### config.mk
export PLATFORM = sky130hd
export DESIGN_NAME = ltmc_mode_ctl
export DESIGN_NICKNAME = d
export VERILOG_FILES = /design/src/rtl/ltmc_mode_ctl.v
export VERILOG_INCLUDE_DIRS = /design/src /design/src/rtl
export SDC_FILE = /design/constraint.sdc
export NUM_CORES = 1
export LEC_CHECK = 0
export BUFFER_PORTS_ARGS = -buffer_cell sky130_fd_sc_hd__buf_4
export CORE_ASPECT_RATIO = 1.25
export CORE_MARGIN = 2
export CORE_UTILIZATION = 51
export DETAILED_ROUTE_END_ITERATION = 10
export GPL_TIMING_DRIVEN = 0
export PLACE_DENSITY = 0.74
export RECOVER_POWER = 25
export REMOVE_ABC_BUFFERS = 1
export SLEW_MARGIN = 30
export SYNTH_ARGS = -nofsm -noshare
export SYNTH_HDL_FRONTEND = slang
export SYNTH_SLANG_ARGS = --single-unit
### constraint.sdc
create_clock -name clk -period 2.3 [get_ports clk]
set_clock_uncertainty 0.05 [all_clocks]
set_input_delay 0.575 -clock clk [delete_from_list [all_inputs] [get_ports clk]]
set_output_delay 0.575 -clock clk [all_outputs]
set_load 0.02 [all_outputs]
### src/rtl/ltmc_map.vh
`ifndef LTMC_MAP_VH
`define LTMC_MAP_VH

// Core clock and timing figures
`define LTMC_CLK_MHZ 125
`define LTMC_T_RESET_US 4000
`define LTMC_T_IGN_DB_US 160
// Cycle counts at the core clock, sized to the counters that load them
`define LTMC_RESET_CYC 20'd500000
`define LTMC_IGN_CYC 15'd20000
// Synchroniser reset: idle pin levels, so no false edge follows reset
`define LTMC_SYNC_RST 11'h056

// Register byte offsets
`define LTMC_OFS_FILT 12'h000
`define LTMC_OFS_TRIG 12'h004
`define LTMC_OFS_STAT 12'h008

// Reset values
`define LTMC_FILT_RST 32'h186a04e2
`define LTMC_TRIG_RST 32'h0000007d

// Filter and trigger register fields
`define LTMC_FILT_BUS_MSB 15
`define LTMC_FILT_BUS_LSB 0
`define LTMC_FILT_LOC_MSB 31
`define LTMC_FILT_LOC_LSB 16
`define LTMC_TRIG_MSB 15
`define LTMC_TRIG_LSB 0

// Status register fields
`define LTMC_ST_MODE_MSB 1
`define LTMC_ST_MODE_LSB 0
`define LTMC_ST_WREQ 2
`define LTMC_ST_WLOC 3
`define LTMC_ST_RST 4
`define LTMC_ST_RXEN 5
`define LTMC_ST_WDRUN 6

`endif

### src/rtl/ltmc_mode_ctl.v
`timescale 1ns/1ps
`include "ltmc_map.vh"

module ltmc_mode_ctl #(
   parameter [19:0] RESET_CYC = `LTMC_RESET_CYC,
   parameter [14:0] IGN_CYC = `LTMC_IGN_CYC
) (
   input wire clk,
   input wire nrst,
   input wire [11:0] paddr,
   input wire psel,
   input wire penable,
   input wire pwrite,
   input wire [31:0] pwdata,
   output wire [31:0] prdata,
   output wire pready,
   output wire pslverr,
   input wire mode_ctl_in,
   input wire txd_in,
   output wire txd_o,
   output wire txd_oe,
   input wire bus_level_in,
   input wire bus_prewake_threshold,
   input wire wake_sw_n,
   input wire ignition_sense_in,
   input wire watchdog_kick_n,
   input wire watchdog_mode_in,
   input wire vcc_undervoltage,
   input wire watchdog_fail,
   input wire reset_out_n_i,
   output wire reset_out_n_o,
   output wire reset_out_n_oe,
   output wire rxd_out,
   output wire bus_drive_dom,
   output wire bus_rx_en,
   output wire bus_term_en,
   output wire regulator_en,
   output wire ext_regulator_ctl,
   output wire watchdog_en,
   output wire watchdog_trigger
);

   localparam [1:0] MD_SAFE = 2'h0;
   localparam [1:0] MD_NORMAL = 2'h1;
   localparam [1:0] MD_SILENT = 2'h2;
   localparam [1:0] MD_SLEEP = 2'h3;
   // Synchroniser slots
   localparam I_EN = 0;
   localparam I_TXD = 1;
   localparam I_BUS = 2;
   localparam I_PRE = 3;
   localparam I_WK = 4;
   localparam I_IGN = 5;
   localparam I_KICK = 6;
   localparam I_WDM = 7;
   localparam I_UV = 8;
   localparam I_WDF = 9;
   localparam I_RPIN = 10;
   wire [10:0] pins;
   reg [10:0] sync1_r;
   reg [10:0] sync2_r;
   reg [10:0] prev_r;
   reg [1:0] mode_r;
   reg [19:0] rst_cnt_r;
   reg [15:0] bus_cnt_r;
   reg [15:0] wk_cnt_r;
   reg wk_arm_r;
   reg [14:0] ign_cnt_r;
   reg ign_arm_r;
   reg [15:0] kick_cnt_r;
   reg kick_arm_r;
   reg prewake_r;
   reg wake_req_r;
   reg wake_loc_r;
   reg [31:0] filt_r;
   reg [31:0] trig_r;
   reg [31:0] prdata_r;
   reg pready_r;
   reg pslverr_r;
   reg txd_o_r;
   reg txd_oe_r;
   reg rst_oe_r;
   reg rxd_r;
   reg drive_r;
   reg rx_en_r;
   reg term_r;
   reg reg_en_r;
   reg inh_r;
   reg wd_en_r;
   reg wd_trig_r;
   assign pins = {reset_out_n_i, watchdog_fail, vcc_undervoltage, watchdog_mode_in,
                  watchdog_kick_n, ignition_sense_in, wake_sw_n,
                  bus_prewake_threshold, bus_level_in, txd_in, mode_ctl_in};
   // Every pin crosses two flops; idle reset levels avoid a false edge
   always @(posedge clk) begin
      if (!nrst) begin
         sync1_r <= `LTMC_SYNC_RST;
         sync2_r <= `LTMC_SYNC_RST;
         prev_r <= `LTMC_SYNC_RST;
      end else begin
         sync1_r <= pins;
         sync2_r <= sync1_r;
         prev_r <= sync2_r;
      end
   end
   wire en_s = sync2_r[I_EN];
   wire txd_s = sync2_r[I_TXD];
   wire bus_s = sync2_r[I_BUS];
   wire en_fall = prev_r[I_EN] & ~en_s;
   wire en_rise = ~prev_r[I_EN] & en_s;
   wire bus_rise = ~prev_r[I_BUS] & bus_s;
   wire wk_fall = prev_r[I_WK] & ~sync2_r[I_WK];
   wire ign_rise = ~prev_r[I_IGN] & sync2_r[I_IGN];
   wire kick_fall = prev_r[I_KICK] & ~sync2_r[I_KICK];
   wire low_pwr = mode_r[1];
   wire blocked = (rst_cnt_r != 20'h00000);
   wire fault = sync2_r[I_UV] | sync2_r[I_WDF];
   wire rst_low = ~sync2_r[I_RPIN] | rst_oe_r;
   // Filter comparisons against software settings; ignition compares against the IGN_CYC parameter
   wire [15:0] bus_filt = filt_r[`LTMC_FILT_BUS_MSB:`LTMC_FILT_BUS_LSB];
   wire [15:0] loc_filt = filt_r[`LTMC_FILT_LOC_MSB:`LTMC_FILT_LOC_LSB];
   wire [15:0] trig_min = trig_r[`LTMC_TRIG_MSB:`LTMC_TRIG_LSB];
   wire wk_fire = wk_arm_r & ~sync2_r[I_WK] & (wk_cnt_r == loc_filt);
   wire ign_fire = ign_arm_r & sync2_r[I_IGN] & (ign_cnt_r == IGN_CYC);
   wire kick_fire = kick_arm_r & ~sync2_r[I_KICK] & (kick_cnt_r == trig_min);
   wire remote_ev = low_pwr & rx_en_r & bus_rise & (bus_cnt_r > bus_filt);
   wire local_ev = low_pwr & (wk_fire | ign_fire);
   // Reset delay; reloaded while faulted or while the regulator is off
   always @(posedge clk) begin
      if (!nrst) begin
         rst_cnt_r <= RESET_CYC;
      end else if (fault | (mode_r == MD_SLEEP)) begin
         rst_cnt_r <= RESET_CYC;
      end else if (blocked) begin
         rst_cnt_r <= rst_cnt_r - 20'h00001;
      end
   end
   // Bus dominant-time counter, saturating
   always @(posedge clk) begin
      if (!nrst || bus_s || !rx_en_r) begin
         bus_cnt_r <= 16'h0000;
      end else if (bus_cnt_r != 16'hffff) begin
         bus_cnt_r <= bus_cnt_r + 16'h0001;
      end
   end
   // Local switch: falling edge arms, low level must outlast filter
   always @(posedge clk) begin
      if (!nrst || sync2_r[I_WK] || wk_fire) begin
         wk_arm_r <= 1'b0;
         wk_cnt_r <= 16'h0000;
      end else if (wk_fall) begin
         wk_arm_r <= 1'b1;
         wk_cnt_r <= 16'h0000;
      end else if (wk_arm_r) begin
         wk_cnt_r <= wk_cnt_r + 16'h0001;
      end
   end
   // Ignition: only a rising edge arms, so a steady high never wakes
   always @(posedge clk) begin
      if (!nrst || !sync2_r[I_IGN] || ign_fire) begin
         ign_arm_r <= 1'b0;
         ign_cnt_r <= 15'h0000;
      end else if (ign_rise) begin
         ign_arm_r <= 1'b1;
         ign_cnt_r <= 15'h0000;
      end else if (ign_arm_r) begin
         ign_cnt_r <= ign_cnt_r + 15'h0001;
      end
   end
   // Watchdog kick: short glitches never count
   always @(posedge clk) begin
      if (!nrst || sync2_r[I_KICK] || kick_fire) begin
         kick_arm_r <= 1'b0;
         kick_cnt_r <= 16'h0000;
      end else if (kick_fall) begin
         kick_arm_r <= 1'b1;
         kick_cnt_r <= 16'h0000;
      end else if (kick_arm_r) begin
         kick_cnt_r <= kick_cnt_r + 16'h0001;
      end
   end

   // Pre-wake latch, held only while in a low-power mode
   always @(posedge clk) begin
      if (!nrst || !low_pwr) begin
         prewake_r <= 1'b0;
      end else if (sync2_r[I_PRE]) begin
         prewake_r <= 1'b1;
      end
   end

   // Wake flags; a new event beats the clear
   always @(posedge clk) begin
      if (!nrst) begin
         wake_req_r <= 1'b0;
         wake_loc_r <= 1'b0;
      end else if (remote_ev | local_ev) begin
         wake_req_r <= 1'b1;
         wake_loc_r <= local_ev;
      end else if ((mode_r == MD_NORMAL) && en_s) begin
         wake_req_r <= 1'b0;
         wake_loc_r <= 1'b0;
      end
   end

   // Mode sequencer
   always @(posedge clk) begin
      if (!nrst) begin
         mode_r <= MD_SAFE;
      end else begin
         case (mode_r)
            MD_SAFE: begin
               if (!blocked && !fault && en_s) begin
                  mode_r <= MD_NORMAL;
               end
            end
            MD_NORMAL: begin
               if (rst_low) begin
                  mode_r <= MD_SAFE;
               end else if (en_fall) begin
                  mode_r <= txd_s ? MD_SILENT : MD_SLEEP;
               end
            end
            MD_SILENT: begin
               if (rst_low || remote_ev || local_ev) begin
                  mode_r <= MD_SAFE;
               end else if (en_rise) begin
                  mode_r <= blocked ? MD_SAFE : MD_NORMAL;
               end
            end
            default: begin
               if (remote_ev || local_ev || en_rise) begin
                  mode_r <= MD_SAFE;
               end
            end
         endcase
      end
   end

   // Pin outputs, one flop each
   always @(posedge clk) begin
      if (!nrst) begin
         rxd_r <= 1'b1;
         drive_r <= 1'b0;
         rx_en_r <= 1'b0;
         term_r <= 1'b1;
         reg_en_r <= 1'b1;
         inh_r <= 1'b0;
         rst_oe_r <= 1'b1;
         txd_o_r <= 1'b1;
         txd_oe_r <= 1'b0;
         wd_en_r <= 1'b0;
         wd_trig_r <= 1'b0;
      end else begin
         case (mode_r)
            MD_NORMAL: rxd_r <= bus_s;
            MD_SAFE: rxd_r <= ~wake_req_r;
            MD_SILENT: rxd_r <= 1'b1;
            default: rxd_r <= 1'b0;
         endcase
         drive_r <= (mode_r == MD_NORMAL) & ~txd_s;
         rx_en_r <= (mode_r == MD_NORMAL) | prewake_r;
         term_r <= ~low_pwr | prewake_r;
         reg_en_r <= (mode_r != MD_SLEEP);
         inh_r <= ~low_pwr & ~sync2_r[I_UV];
         rst_oe_r <= fault | blocked | (mode_r == MD_SLEEP);
         txd_o_r <= ~wake_loc_r;
         txd_oe_r <= (mode_r == MD_SAFE) & wake_loc_r;
         wd_en_r <= ~low_pwr & ~sync2_r[I_WDM];
         wd_trig_r <= kick_fire & wd_en_r;
      end
   end

   // APB slave: ready in the cycle after setup, so no wait states
   wire setup = psel & ~penable;
   wire hit_filt = (paddr == `LTMC_OFS_FILT);
   wire hit_trig = (paddr == `LTMC_OFS_TRIG);
   wire hit_stat = (paddr == `LTMC_OFS_STAT);
   wire wr_go = psel & penable & pready_r & pwrite;
   reg [31:0] rd_mux;

   // Read decode; status shows live sequencer state
   always @* begin
      rd_mux = 32'h00000000;
      if (hit_filt) begin
         rd_mux = filt_r;
      end else if (hit_trig) begin
         rd_mux = trig_r;
      end else if (hit_stat) begin
         rd_mux[`LTMC_ST_MODE_MSB:`LTMC_ST_MODE_LSB] = mode_r;
         rd_mux[`LTMC_ST_WREQ] = wake_req_r;
         rd_mux[`LTMC_ST_WLOC] = wake_loc_r;
         rd_mux[`LTMC_ST_RST] = rst_oe_r;
         rd_mux[`LTMC_ST_RXEN] = rx_en_r;
         rd_mux[`LTMC_ST_WDRUN] = wd_en_r;
      end
   end

   always @(posedge clk) begin
      if (!nrst) begin
         pready_r <= 1'b0;
         pslverr_r <= 1'b0;
         prdata_r <= 32'h00000000;
      end else begin
         pready_r <= setup;
         pslverr_r <= setup & ~(hit_filt | hit_trig | hit_stat);
         prdata_r <= (setup & ~pwrite) ? rd_mux : 32'h00000000;
      end
   end

   // Writes land on the completing edge; status writes are ignored
   always @(posedge clk) begin
      if (!nrst) begin
         filt_r <= `LTMC_FILT_RST;
         trig_r <= `LTMC_TRIG_RST;
      end else if (wr_go) begin
         if (hit_filt) begin
            filt_r <= pwdata;
         end else if (hit_trig) begin
            trig_r <= {16'h0000, pwdata[15:0]};
         end
      end
   end

   assign prdata = prdata_r;
   assign pready = pready_r;
   assign pslverr = pslverr_r;
   assign txd_o = txd_o_r;
   assign txd_oe = txd_oe_r;
   assign reset_out_n_o = 1'b0;
   assign reset_out_n_oe = rst_oe_r;
   assign rxd_out = rxd_r;
   assign bus_drive_dom = drive_r;
   assign bus_rx_en = rx_en_r;
   assign bus_term_en = term_r;
   assign regulator_en = reg_en_r;
   assign ext_regulator_ctl = inh_r;
   assign watchdog_en = wd_en_r;
   assign watchdog_trigger = wd_trig_r;

endmodule // ltmc_mode_ctl

==> metrics.txt, run 1 <==
status finished, violations left; failing checks setup timing; met1 usage 0.2508; CP Depth 9; GRT Util Overall 0.2066; minimum clock period 2.365 ns; post-synthesis sequential area ratio 0.4877; flop2flop setup slack -0.06 ns; Reg-to-Reg Start filt_r[10]; Final setup viols 1; Yosys top cell area share 0.4877; Via density between 5 and 6; ANT cells 0; fillers 1461; Crit path max-delay family simple AND/OR/NAND/NOR gates; Area Overhead vs Synth 20.34%; Final Worst Setup Slack -0.06469 ns; GR Util met3 0.02896; Buf+Inv Stages, Crit Path 1; commonest non-fill, non-tap cell in the layout dfxtp_1; clk buf depth 3; Worst slew margin 0.4365; Antenna Violating Nets Remaining 0; Initial Util 0.5183; final hold slack 0.2228 ns; CP Max Fanout 4; period utilization 1.028; flops & latches, synth 211; largest net degree at the start of global routing 56; Compound-Gate Fraction of Synth Area 0.06703; Max VDD drop 612.0 uV; Mapped Area just under 9000 um^2; post-synthesis area per instance 9.078 um^2; Setup crit end kind register; Final nets 1129; Post-synth EDFFs 0; Max-Cap Viols 0; row count 53; core area 16710 um^2; CP required 2.64 ns; total CTS buffers 21; Total Wirelength between 15000 and 20000 um; placed wire-length estimate about 13000 um; Worst Path Arrival around 2.7 ns; xor/xnor share of the synthesized area 0.09708; Iter 0 DRT Violations 319; slew of the pin with the lowest slew margin about 0.84 ns; Clock Pin Slew Worst Setup and Hold Paths 0.06 ns; CTS tree done; fraction of layout cells with a size suffix above 1 0.1660; CP Capture Point mode_r[0]; Synth Area in Simple Gates 0.2482; adder-cell share of the synthesized area 0.03178; DR pass1 iterations 5; highest achievable clock rate around 420 MHz; Critical Path Start filt_r[10]; PwrDens 717.9 nW/um^2; IO Pins 106; first-pass GRT wire length 30840 um; reg2reg path depth 9; H-tree level count 1; Synth area leaders dfxtp_1 49%, xor2_1 6.6%, nor2_1 5.2%; vias in the first global route 6513; Post-CTS Hold Fix Bufs 0; Synth area leader dfxtp_1; CP Class reg2reg; count of different cell masters after synthesis 62; initial antenna violation count 0; most frequent cells in the layout 208 x dfxtp_1, 119 x nor2_1, 117 x nand2_1; TritonCTS Sinks 211; Post-synth ARST share 0; Reg-to-Reg End mode_r[0]; leak pwr ~4.2 nW; drt wl/cell 14.99 um; # port buffers 104; ys flop type dfxtp_1; Critical Path, Cell by Cell inv_1, ha_4, nand4_1, or4_4, a21oi_2, a211o_1, o21ai_2, and3_4, a2111oi_4; multiplexer share of the synthesized area 0.03236; Hold Vio Cnt, Final 0; CP startpoint kind register; Root Driver clkbuf_16; worst-skew pair later-pin latency between 0.4 and 0.5 ns; grt peak-use layer met2; gate count of the mapped netlist 954; largest family of logic cells by synthesized area simple AND/OR/NAND/NOR gates; die area 18050 um^2; GR Util met2 0.3825; detailed-route via count 6831; drc violations 0; Pwr Total between 0.007 and 0.008 W; final core occ 0.6237; Largest stage delay, worst path around 0.51 ns; die height about 150 um; RSZ-0062 raised after global routing true; yosys warns 0; Hold Crit Class in2reg; total gr overflow 0; Worst path slowest cell or4_4; Die W between 100 and 150 um; Placer Congestion 0.8400; Final Max Slew Viols 0
## area by class of cell
| class | count | area [um^2] | area share |
|---|---|---|---|
| clock inverters | 4 | 70.07 | 0.006723 |
| flip-flops and latches | 211 | 4228 | 0.4056 |
| repair buffers | 108 | 834.6 | 0.08007 |
| multi-input cells | 674 | 4262 | 0.4089 |
| well taps | 220 | 275.3 | 0.02641 |
| inverters | 31 | 116.4 | 0.01116 |
| clock buffers | 32 | 636.9 | 0.06110 |
## cells in the mapped netlist (10+ instances only)
| cell | number |
|---|---|
| inv_1 | 31 |
| mux2i_1 | 28 |
| ha_1 | 22 |
| xor2_1 | 65 |
| nand2b_1 | 12 |
| nor4_1 | 15 |
| nor3_1 | 17 |
| and3_1 | 18 |
| dfxtp_1 | 211 |
| clkbuf_1 | 21 |
| and2_1 | 34 |
| nand3_1 | 32 |
| or3_1 | 11 |
| o21ai_0 | 13 |
| nand2_1 | 117 |
| xnor2_1 | 31 |
| a21oi_1 | 50 |
| nand4_1 | 24 |
| buf_2 | 10 |
| nor2_1 | 119 |
## what timing repair did
item	4_1_cts	5_1_grt
endpoints found under the hold margin	0	0
cloned	0	1
pin swaps	2	4
setup endpoints to repair	55	85
setup buffers	0	2
resized for setup	14	12
## how the worst min path moves through the flow
stage / from / end / slack (ns) / cells after the start
after floorplan: sync2_r[7] / watchdog_en / 0.32 / 1
after global placement: sync2_r[7] / watchdog_en / 0.33 / 1
after detailed placement: sync2_r[7] / watchdog_en / 0.33 / 1
after CTS: txd_in / sync1_r[1] / 0.21 / 2
after global routing: watchdog_kick_n / sync1_r[6] / 0.22 / 2
final: watchdog_kick_n / sync1_r[6] / 0.22 / 2
## power by group
part,total (W),internal (W),switching [W]
sequential,0.00374,0.00370,0.0000389
combinational,0.000273,0.000135,0.000138
clock,0.00347,0.00212,0.00135
total,0.00748,0.00596,0.00153
## flip-flops by register name (all words and copies together) (netlist names), 11 cells and up
register / flops
ign_cnt_r: 15
bus_cnt_r: 16
wk_cnt_r: 16
trig_r: 16
prdata: 32
sync1_r: 11
filt_r: 32
kick_cnt_r: 16
sync2_r: 11
rst_cnt_r: 20
## routing by layer
layer / wire (um) / vias up
li1: - / 3397
met5: 0 / -
met1: 8145 / 3208
met3: 1103 / 29
met4: 330 / 0
met2: 9605 / 197
## through the flow
stage	TNS (ns)	setup WS, ns	cell area, um^2	std cells
floorplan	-8.367	-0.2157	8471	915
global placement	-48.23	-0.8672	9527	1239
detailed placement	-38.31	-0.6274	9549	1241
CTS	-0.06953	-0.06953	10310	1277
global route	-0.2790	-0.1863	10420	1280
finish	-0.06469	-0.06469	10420	1280
## cell families (layout without fill, tap and decap cells)
kind of cell / Yosys count / in the layout
flops: 211 / 211
other cells: 1 / 1
compound gates: 95 / 95
xor+xnor: 96 / 96
buf+inv: 70 / 175
simple gates: 431 / 432
mux: 28 / 28
fa+ha+maj: 22 / 22
Power figures use the tool's default switching activity.
==> inputs of run 2 (changes only) <==
--- a/config.mk
+++ b/config.mk
@@ -6,11 +6,12 @@
 export SDC_FILE = /design/constraint.sdc
 export NUM_CORES = 1
 export LEC_CHECK = 0
-export BUFFER_PORTS_ARGS = -buffer_cell sky130_fd_sc_hd__buf_4
+export BUFFER_PORTS_ARGS = -buffer_cell sky130_fd_sc_hd__clkbuf_2
 export CORE_ASPECT_RATIO = 1.25
 export CORE_MARGIN = 2
 export CORE_UTILIZATION = 51
 export DETAILED_ROUTE_END_ITERATION = 10
+export GPL_ROUTABILITY_DRIVEN = 1
 export GPL_TIMING_DRIVEN = 0
 export PLACE_DENSITY = 0.74
 export RECOVER_POWER = 25
==> metrics.txt, run 2 (synthesis gave the netlist of run 1 again) <==
pre-CTS setup slack -0.6140 ns; Final setup viols 1; Die W 120.6 um; Via density 5.238; failing checks setup timing; fillers 1444; detailed-route via count slightly below 7000; worst-skew pair later-pin latency ~0.5 ns; Final Worst Setup Slack -0.07263 ns; highest achievable clock rate ~420 MHz; reg2reg path depth 9; TritonCTS Sinks 211; die height 149.7 um; minimum clock period 2.373 ns; Reg-to-Reg Start filt_r[15]; final hold slack 0.2179 ns; CP startpoint kind register; ANT cells 0; # port buffers 104; first-pass GRT wire length 30590 um; die area 18050 um^2; fraction of layout cells with a size suffix above 1 0.1729; PwrDens about 730 nW/um^2; Antenna Violating Nets Remaining 0; Hold Crit Class in2reg; Post-CTS Hold Fix Bufs 0; Placer Congestion 0.8330; flop2flop setup slack -0.07 ns; CP required 2.63 ns; initial antenna violation count 0; Iter 0 DRT Violations 296; total gr overflow 0; placed wire-length estimate 12880 um; CP Max Fanout 4; Worst slew margin 0.4353; Largest stage delay, worst path 0.48 ns; Root Driver clkbuf_16; setup TNS -0.07263 ns; IO Pins 106; CP Capture Point mode_r[0]; period utilization 1.032; Area Overhead vs Synth 17.48%; CTS tree done; RSZ-0062 raised after global routing true; clk buf depth 3; CP Class reg2reg; status finished, violations left; Total Wirelength around 19000 um; row count 53; core area roughly 17000 um^2; Initial Util 0.5183; Clock Pin Slew Worst Setup and Hold Paths 0.06 ns; Critical Path, Cell by Cell inv_1, ha_1, nand4_1, or4_4, a21oi_4, a211o_1, o21ai_2, and3_4, a2111oi_2; CP Depth 9; drt wl/cell between 10 and 15 um; Worst path slowest cell or4_4; Crit path max-delay family simple AND/OR/NAND/NOR gates; Max VDD drop 706.5 uV; GRT Util Overall 0.2058; Reg-to-Reg End mode_r[0]; Critical Path Start filt_r[15]; Hold Vio Cnt, Final 0; Worst Path Arrival around 2.7 ns; largest net degree at the start of global routing 56; Final nets approximately 1100; H-tree level count 1; slew of the pin with the lowest slew margin 0.8452 ns; Setup crit end kind register; Max-Cap Viols 0; drc violations 0; total CTS buffers 21; commonest non-fill, non-tap cell in the layout dfxtp_1; leak pwr around 4.1 nW; Buf+Inv Stages, Crit Path 1; DR pass1 iterations 4; Final Max Slew Viols 0; most frequent cells in the layout 206 x dfxtp_1, 119 x nor2_1, 117 x nand2_1; vias in the first global route 6438
==> run 2: per-layer routing <==
metal / wire length (um) / track usage / vias to the layer above
li1: - / - / 3390
met1: 8243 / 0.2642 / 3143
met2: 9254 / 0.3613 / 167
met3: 906 / 0.02934 / 25
met4: 396 / 0.05581 / 0
met5: 0 / 0 / -
==> run 2: worst min path at each step <==
| stage | end | slack [ns] | start | depth (start not counted) |
|---|---|---|---|---|
| floorplan | watchdog_en | 0.32 | sync2_r[7] | 1 |
| global placement | watchdog_en | 0.32 | sync2_r[7] | 1 |
| detailed placement | watchdog_en | 0.32 | sync2_r[7] | 1 |
| CTS | sync1_r[4] | 0.21 | wake_sw_n | 2 |
| global route | sync1_r[6] | 0.23 | watchdog_kick_n | 2 |
| finish | sync1_r[4] | 0.22 | wake_sw_n | 2 |
==> run 2: through the flow <==
stage                 util  instances  power (W)  cell area (um^2)
floorplan                -        915   0.003928              8471
detailed placement  0.5560       1241   0.004049              9291
CTS                 0.6029       1280   0.007482             10070
global placement    0.5545       1239   0.004044              9266
finish              0.6089       1284   0.007417             10170
global route        0.6089       1284   0.007656             10170
==> run 2: timing repair <==
| action | in CTS | in global routing |
|---|---|---|
| pin swaps | 3 | 3 |
| setup buffers | 1 | 4 |
| gates resized for setup | 15 | 12 |
| cloned | 1 | 0 |
| endpoints found under the setup margin | 71 | 87 |
==> run 2: final cells by class <==
| type | instances | area (um^2) | area share |
|---|---|---|---|
| multi-input combinational | 674 | 4259 | 0.4186 |
| sequential | 211 | 4230 | 0.4158 |
| inverter | 31 | 116.4 | 0.01144 |
| clock inverter | 8 | 92.59 | 0.009100 |
| tap | 220 | 275.3 | 0.02705 |
| clock buffer | 29 | 605.6 | 0.05952 |
| timing repair buffer | 111 | 595.6 | 0.05853 |
==> run 2: power by group <==
group          internal, W  switching [W]
clock network      0.00206        0.00138
registers          0.00370      0.0000354
logic            0.0000998       0.000142
==> run 2: worst register-to-register path: stages (launching register included) <==
cell and delay, ns:
dfxtp_2 0.34, inv_1 0.06, ha_1 0.29, nand4_1 0.17, or4_4 0.48, a21oi_4 0.14, a211o_1 0.14, o21ai_2 0.10
and3_4 0.17, a2111oi_2 0.33
==> inputs of run 3 (changes only) <==
--- a/config.mk
+++ b/config.mk
@@ -6,6 +6,7 @@
 export SDC_FILE = /design/constraint.sdc
 export NUM_CORES = 1
 export LEC_CHECK = 0
+export ABC_AREA = 1
 export BUFFER_PORTS_ARGS = -buffer_cell sky130_fd_sc_hd__clkbuf_2
 export CORE_ASPECT_RATIO = 1.25
 export CORE_MARGIN = 2
==> metrics.txt, run 3 <==
pre-CTS setup slack -1.075 ns; Setup crit end kind register; TritonCTS Sinks 211; flops & latches, synth 211; Seq pwr share 0.490; minimum clock period between 2 and 2.5 ns; Clock Power Share 0.472; Area Overhead vs Synth 15.70%; flop2flop setup slack around 0.24 ns; CTS tree done; Hold EP sync1_r[8]; row count 55; Initial Util 0.5188; core area 18030 um^2; WL met2 about 11000 um; Reg-to-Reg Start bus_cnt_r[1]; reg2reg path depth 8; Reg-to-Reg End bus_cnt_r[0]; commonest non-fill, non-tap cell in the layout nand2_1; setup TNS 0 ns; Worst slew margin 0.4694; Mapped Area between 9000 and 10000 um^2; Final nets 1410; Worst Path Arrival between 2 and 3 ns; Placer Congestion slightly above 0.9; ANT cells 0; Iter 0 DRT Violations 535; Clock Pin Slew Worst Setup and Hold Paths 0.06 ns; Worst Hold Depth 3; CP Class in2reg; top sig layer met4; worst-skew pair later-pin latency 0.52 ns; Post-synth EDFFs 0; Post-synth ARST share 0; yosys warns 0; CP Max Fanout 56; clk buf depth 3; IO Pins 106; post-synthesis sequential area ratio 0.4516; Final Max Slew Viols 0; Die W roughly 130 um; switching power 0.001712 W; first-pass GRT wire length 35970 um; Post-CTS Hold Fix Bufs 0; slew of the pin with the lowest slew margin 0.7950 ns; Final setup viols 0; largest net degree at the start of global routing 57; Pwr Total 0.007619 W; Critical Path Start nrst; Hold Vio Cnt, Final 0; fraction of layout cells with a size suffix above 1 0.1579; placed wire-length estimate 15650 um; Root Driver clkbuf_16; die area a little under 20000 um^2; initial antenna violation count 0; PwrDens ~700 nW/um^2; internal cell power 0.005907 W; period utilization 0.9372; CP required 2.70 ns; Hold Startpoint vcc_undervoltage; Synth area leaders dfxtp_1 45%, nand2_1 9.0%, inv_1 7.3%; total CTS buffers 23; die height around 160 um; status finished clean; Comb power frac 0.039; GRT Util Overall 0.2225; gate count of the mapped netlist ~1200; Total Wirelength 21810 um; DR pass1 iterations 5; CP startpoint kind input port; detailed-route via count 7948; Via density 5.059; most numerous cell in the Yosys netlist nand2_1; most frequent cells in the layout 224 x nand2_1, 211 x dfxtp_1, 183 x inv_1; Max VDD drop 517.9 uV; # port buffers 104; H-tree level count 1; final core occ 0.6003; Net Sw Frac 0.2247; Final Worst Setup Slack 0.1444 ns; Hold Crit Class in2reg; Yosys top cell area share 0.4516; drt wl/cell around 14 um; vias in the first global route 7542; drc violations 0; Antenna Violating Nets Remaining 0; Max-Cap Viols 0; DR WL met3 933 um; Synth area leader dfxtp_1; Synth top cells by count 224 x nand2_1, 211 x dfxtp_1, 183 x inv_1; ys flop type dfxtp_1; leak pwr 4.807 nW; M1 wire length 9422 um; total gr overflow 0; highest achievable clock rate 463.9 MHz; post-synthesis area per instance 7.642 um^2; count of different cell masters after synthesis 55
[run 3: cells by family (layout without fill, tap and decap cells)]
group,Yosys count,after routing,share of synthesized area
AND/OR/NAND/NOR,551,553,0.2663
other,1,1,0.0004009
buffers and inverters,220,337,0.09604
XOR/XNOR,55,55,0.05150
flip-flops,211,211,0.4516
adder cells (fa/ha/maj),22,22,0.02943
AO/OA/AOI/OAI,164,164,0.1047
[run 3: metrics by stage]
stage | area [um^2] | cells | hold WS (ns)
after floorplan | 9158 | 1191 | 0.3232
after global placement | 9963 | 1523 | 0.3297
after detailed placement | 9993 | 1524 | 0.3335
after CTS | 10810 | 1571 | 0.1725
after global routing | 10820 | 1571 | 0.1809
final | 10820 | 1571 | 0.1848
[run 3: worst max-delay path, cell delays in order]
cell and delay (ns):
clkbuf_4 0.32, buf_16 0.29, nand2_1 0.10, nor2_2 0.20, nand2_2 0.22, clkinv_2 0.23
nand4_4 0.24, buf_4 0.23, nor2_1 0.11
[run 3: layer usage]
| layer | global-route usage | vias to the layer above |
|---|---|---|
| met5 | 0 | - |
| met4 | 0.06614 | 0 |
| met2 | 0.4076 | 186 |
| li1 | - | 4120 |
| met1 | 0.2692 | 3601 |
| met3 | 0.03404 | 41 |
[run 3: what timing repair did]
item / 4_1_cts / 5_1_grt
cloned: 2 / 0
endpoints found under the setup margin: 42 / 26
resized for setup: 3 / 4
buffers inserted: 5 / 0
pin swaps: 1 / 0
[run 3: area by class of cell]
| type | instances | area [um^2] |
|---|---|---|
| Inverter | 187 | 703.2 |
| Fill cell | 1637 | 7207 |
| Clock buffer | 30 | 641.9 |
| Sequential cell | 211 | 4224 |
| Multi-Input combinational cell | 795 | 4277 |
| Clock inverter | 10 | 103.9 |
| Tap cell | 228 | 285.3 |
| Timing Repair Buffer | 110 | 588.1 |
[run 3: how the worst max path moves through the flow]
stage / endpoint / cells after the start
floorplan: filt_r[11] / 7
global placement: prdata[7] / 7
detailed placement: prdata[7] / 8
CTS: prdata[29] / 8
global route: prdata[17] / 9
finish: prdata[19] / 9
[run 3: power by group through the flow]
stage | Combinational [W] | Sequential (W) | Clock [W]
2_1_floorplan | 0.000156 | 0.00381 | 0
3_3_place_gp | 0.000282 | 0.00381 | 0
3_5_place_dp | 0.000287 | 0.00381 | 0
4_1_cts | 0.000293 | 0.00373 | 0.00365
5_1_grt | 0.000337 | 0.00374 | 0.00382
6_report | 0.000295 | 0.00373 | 0.00359
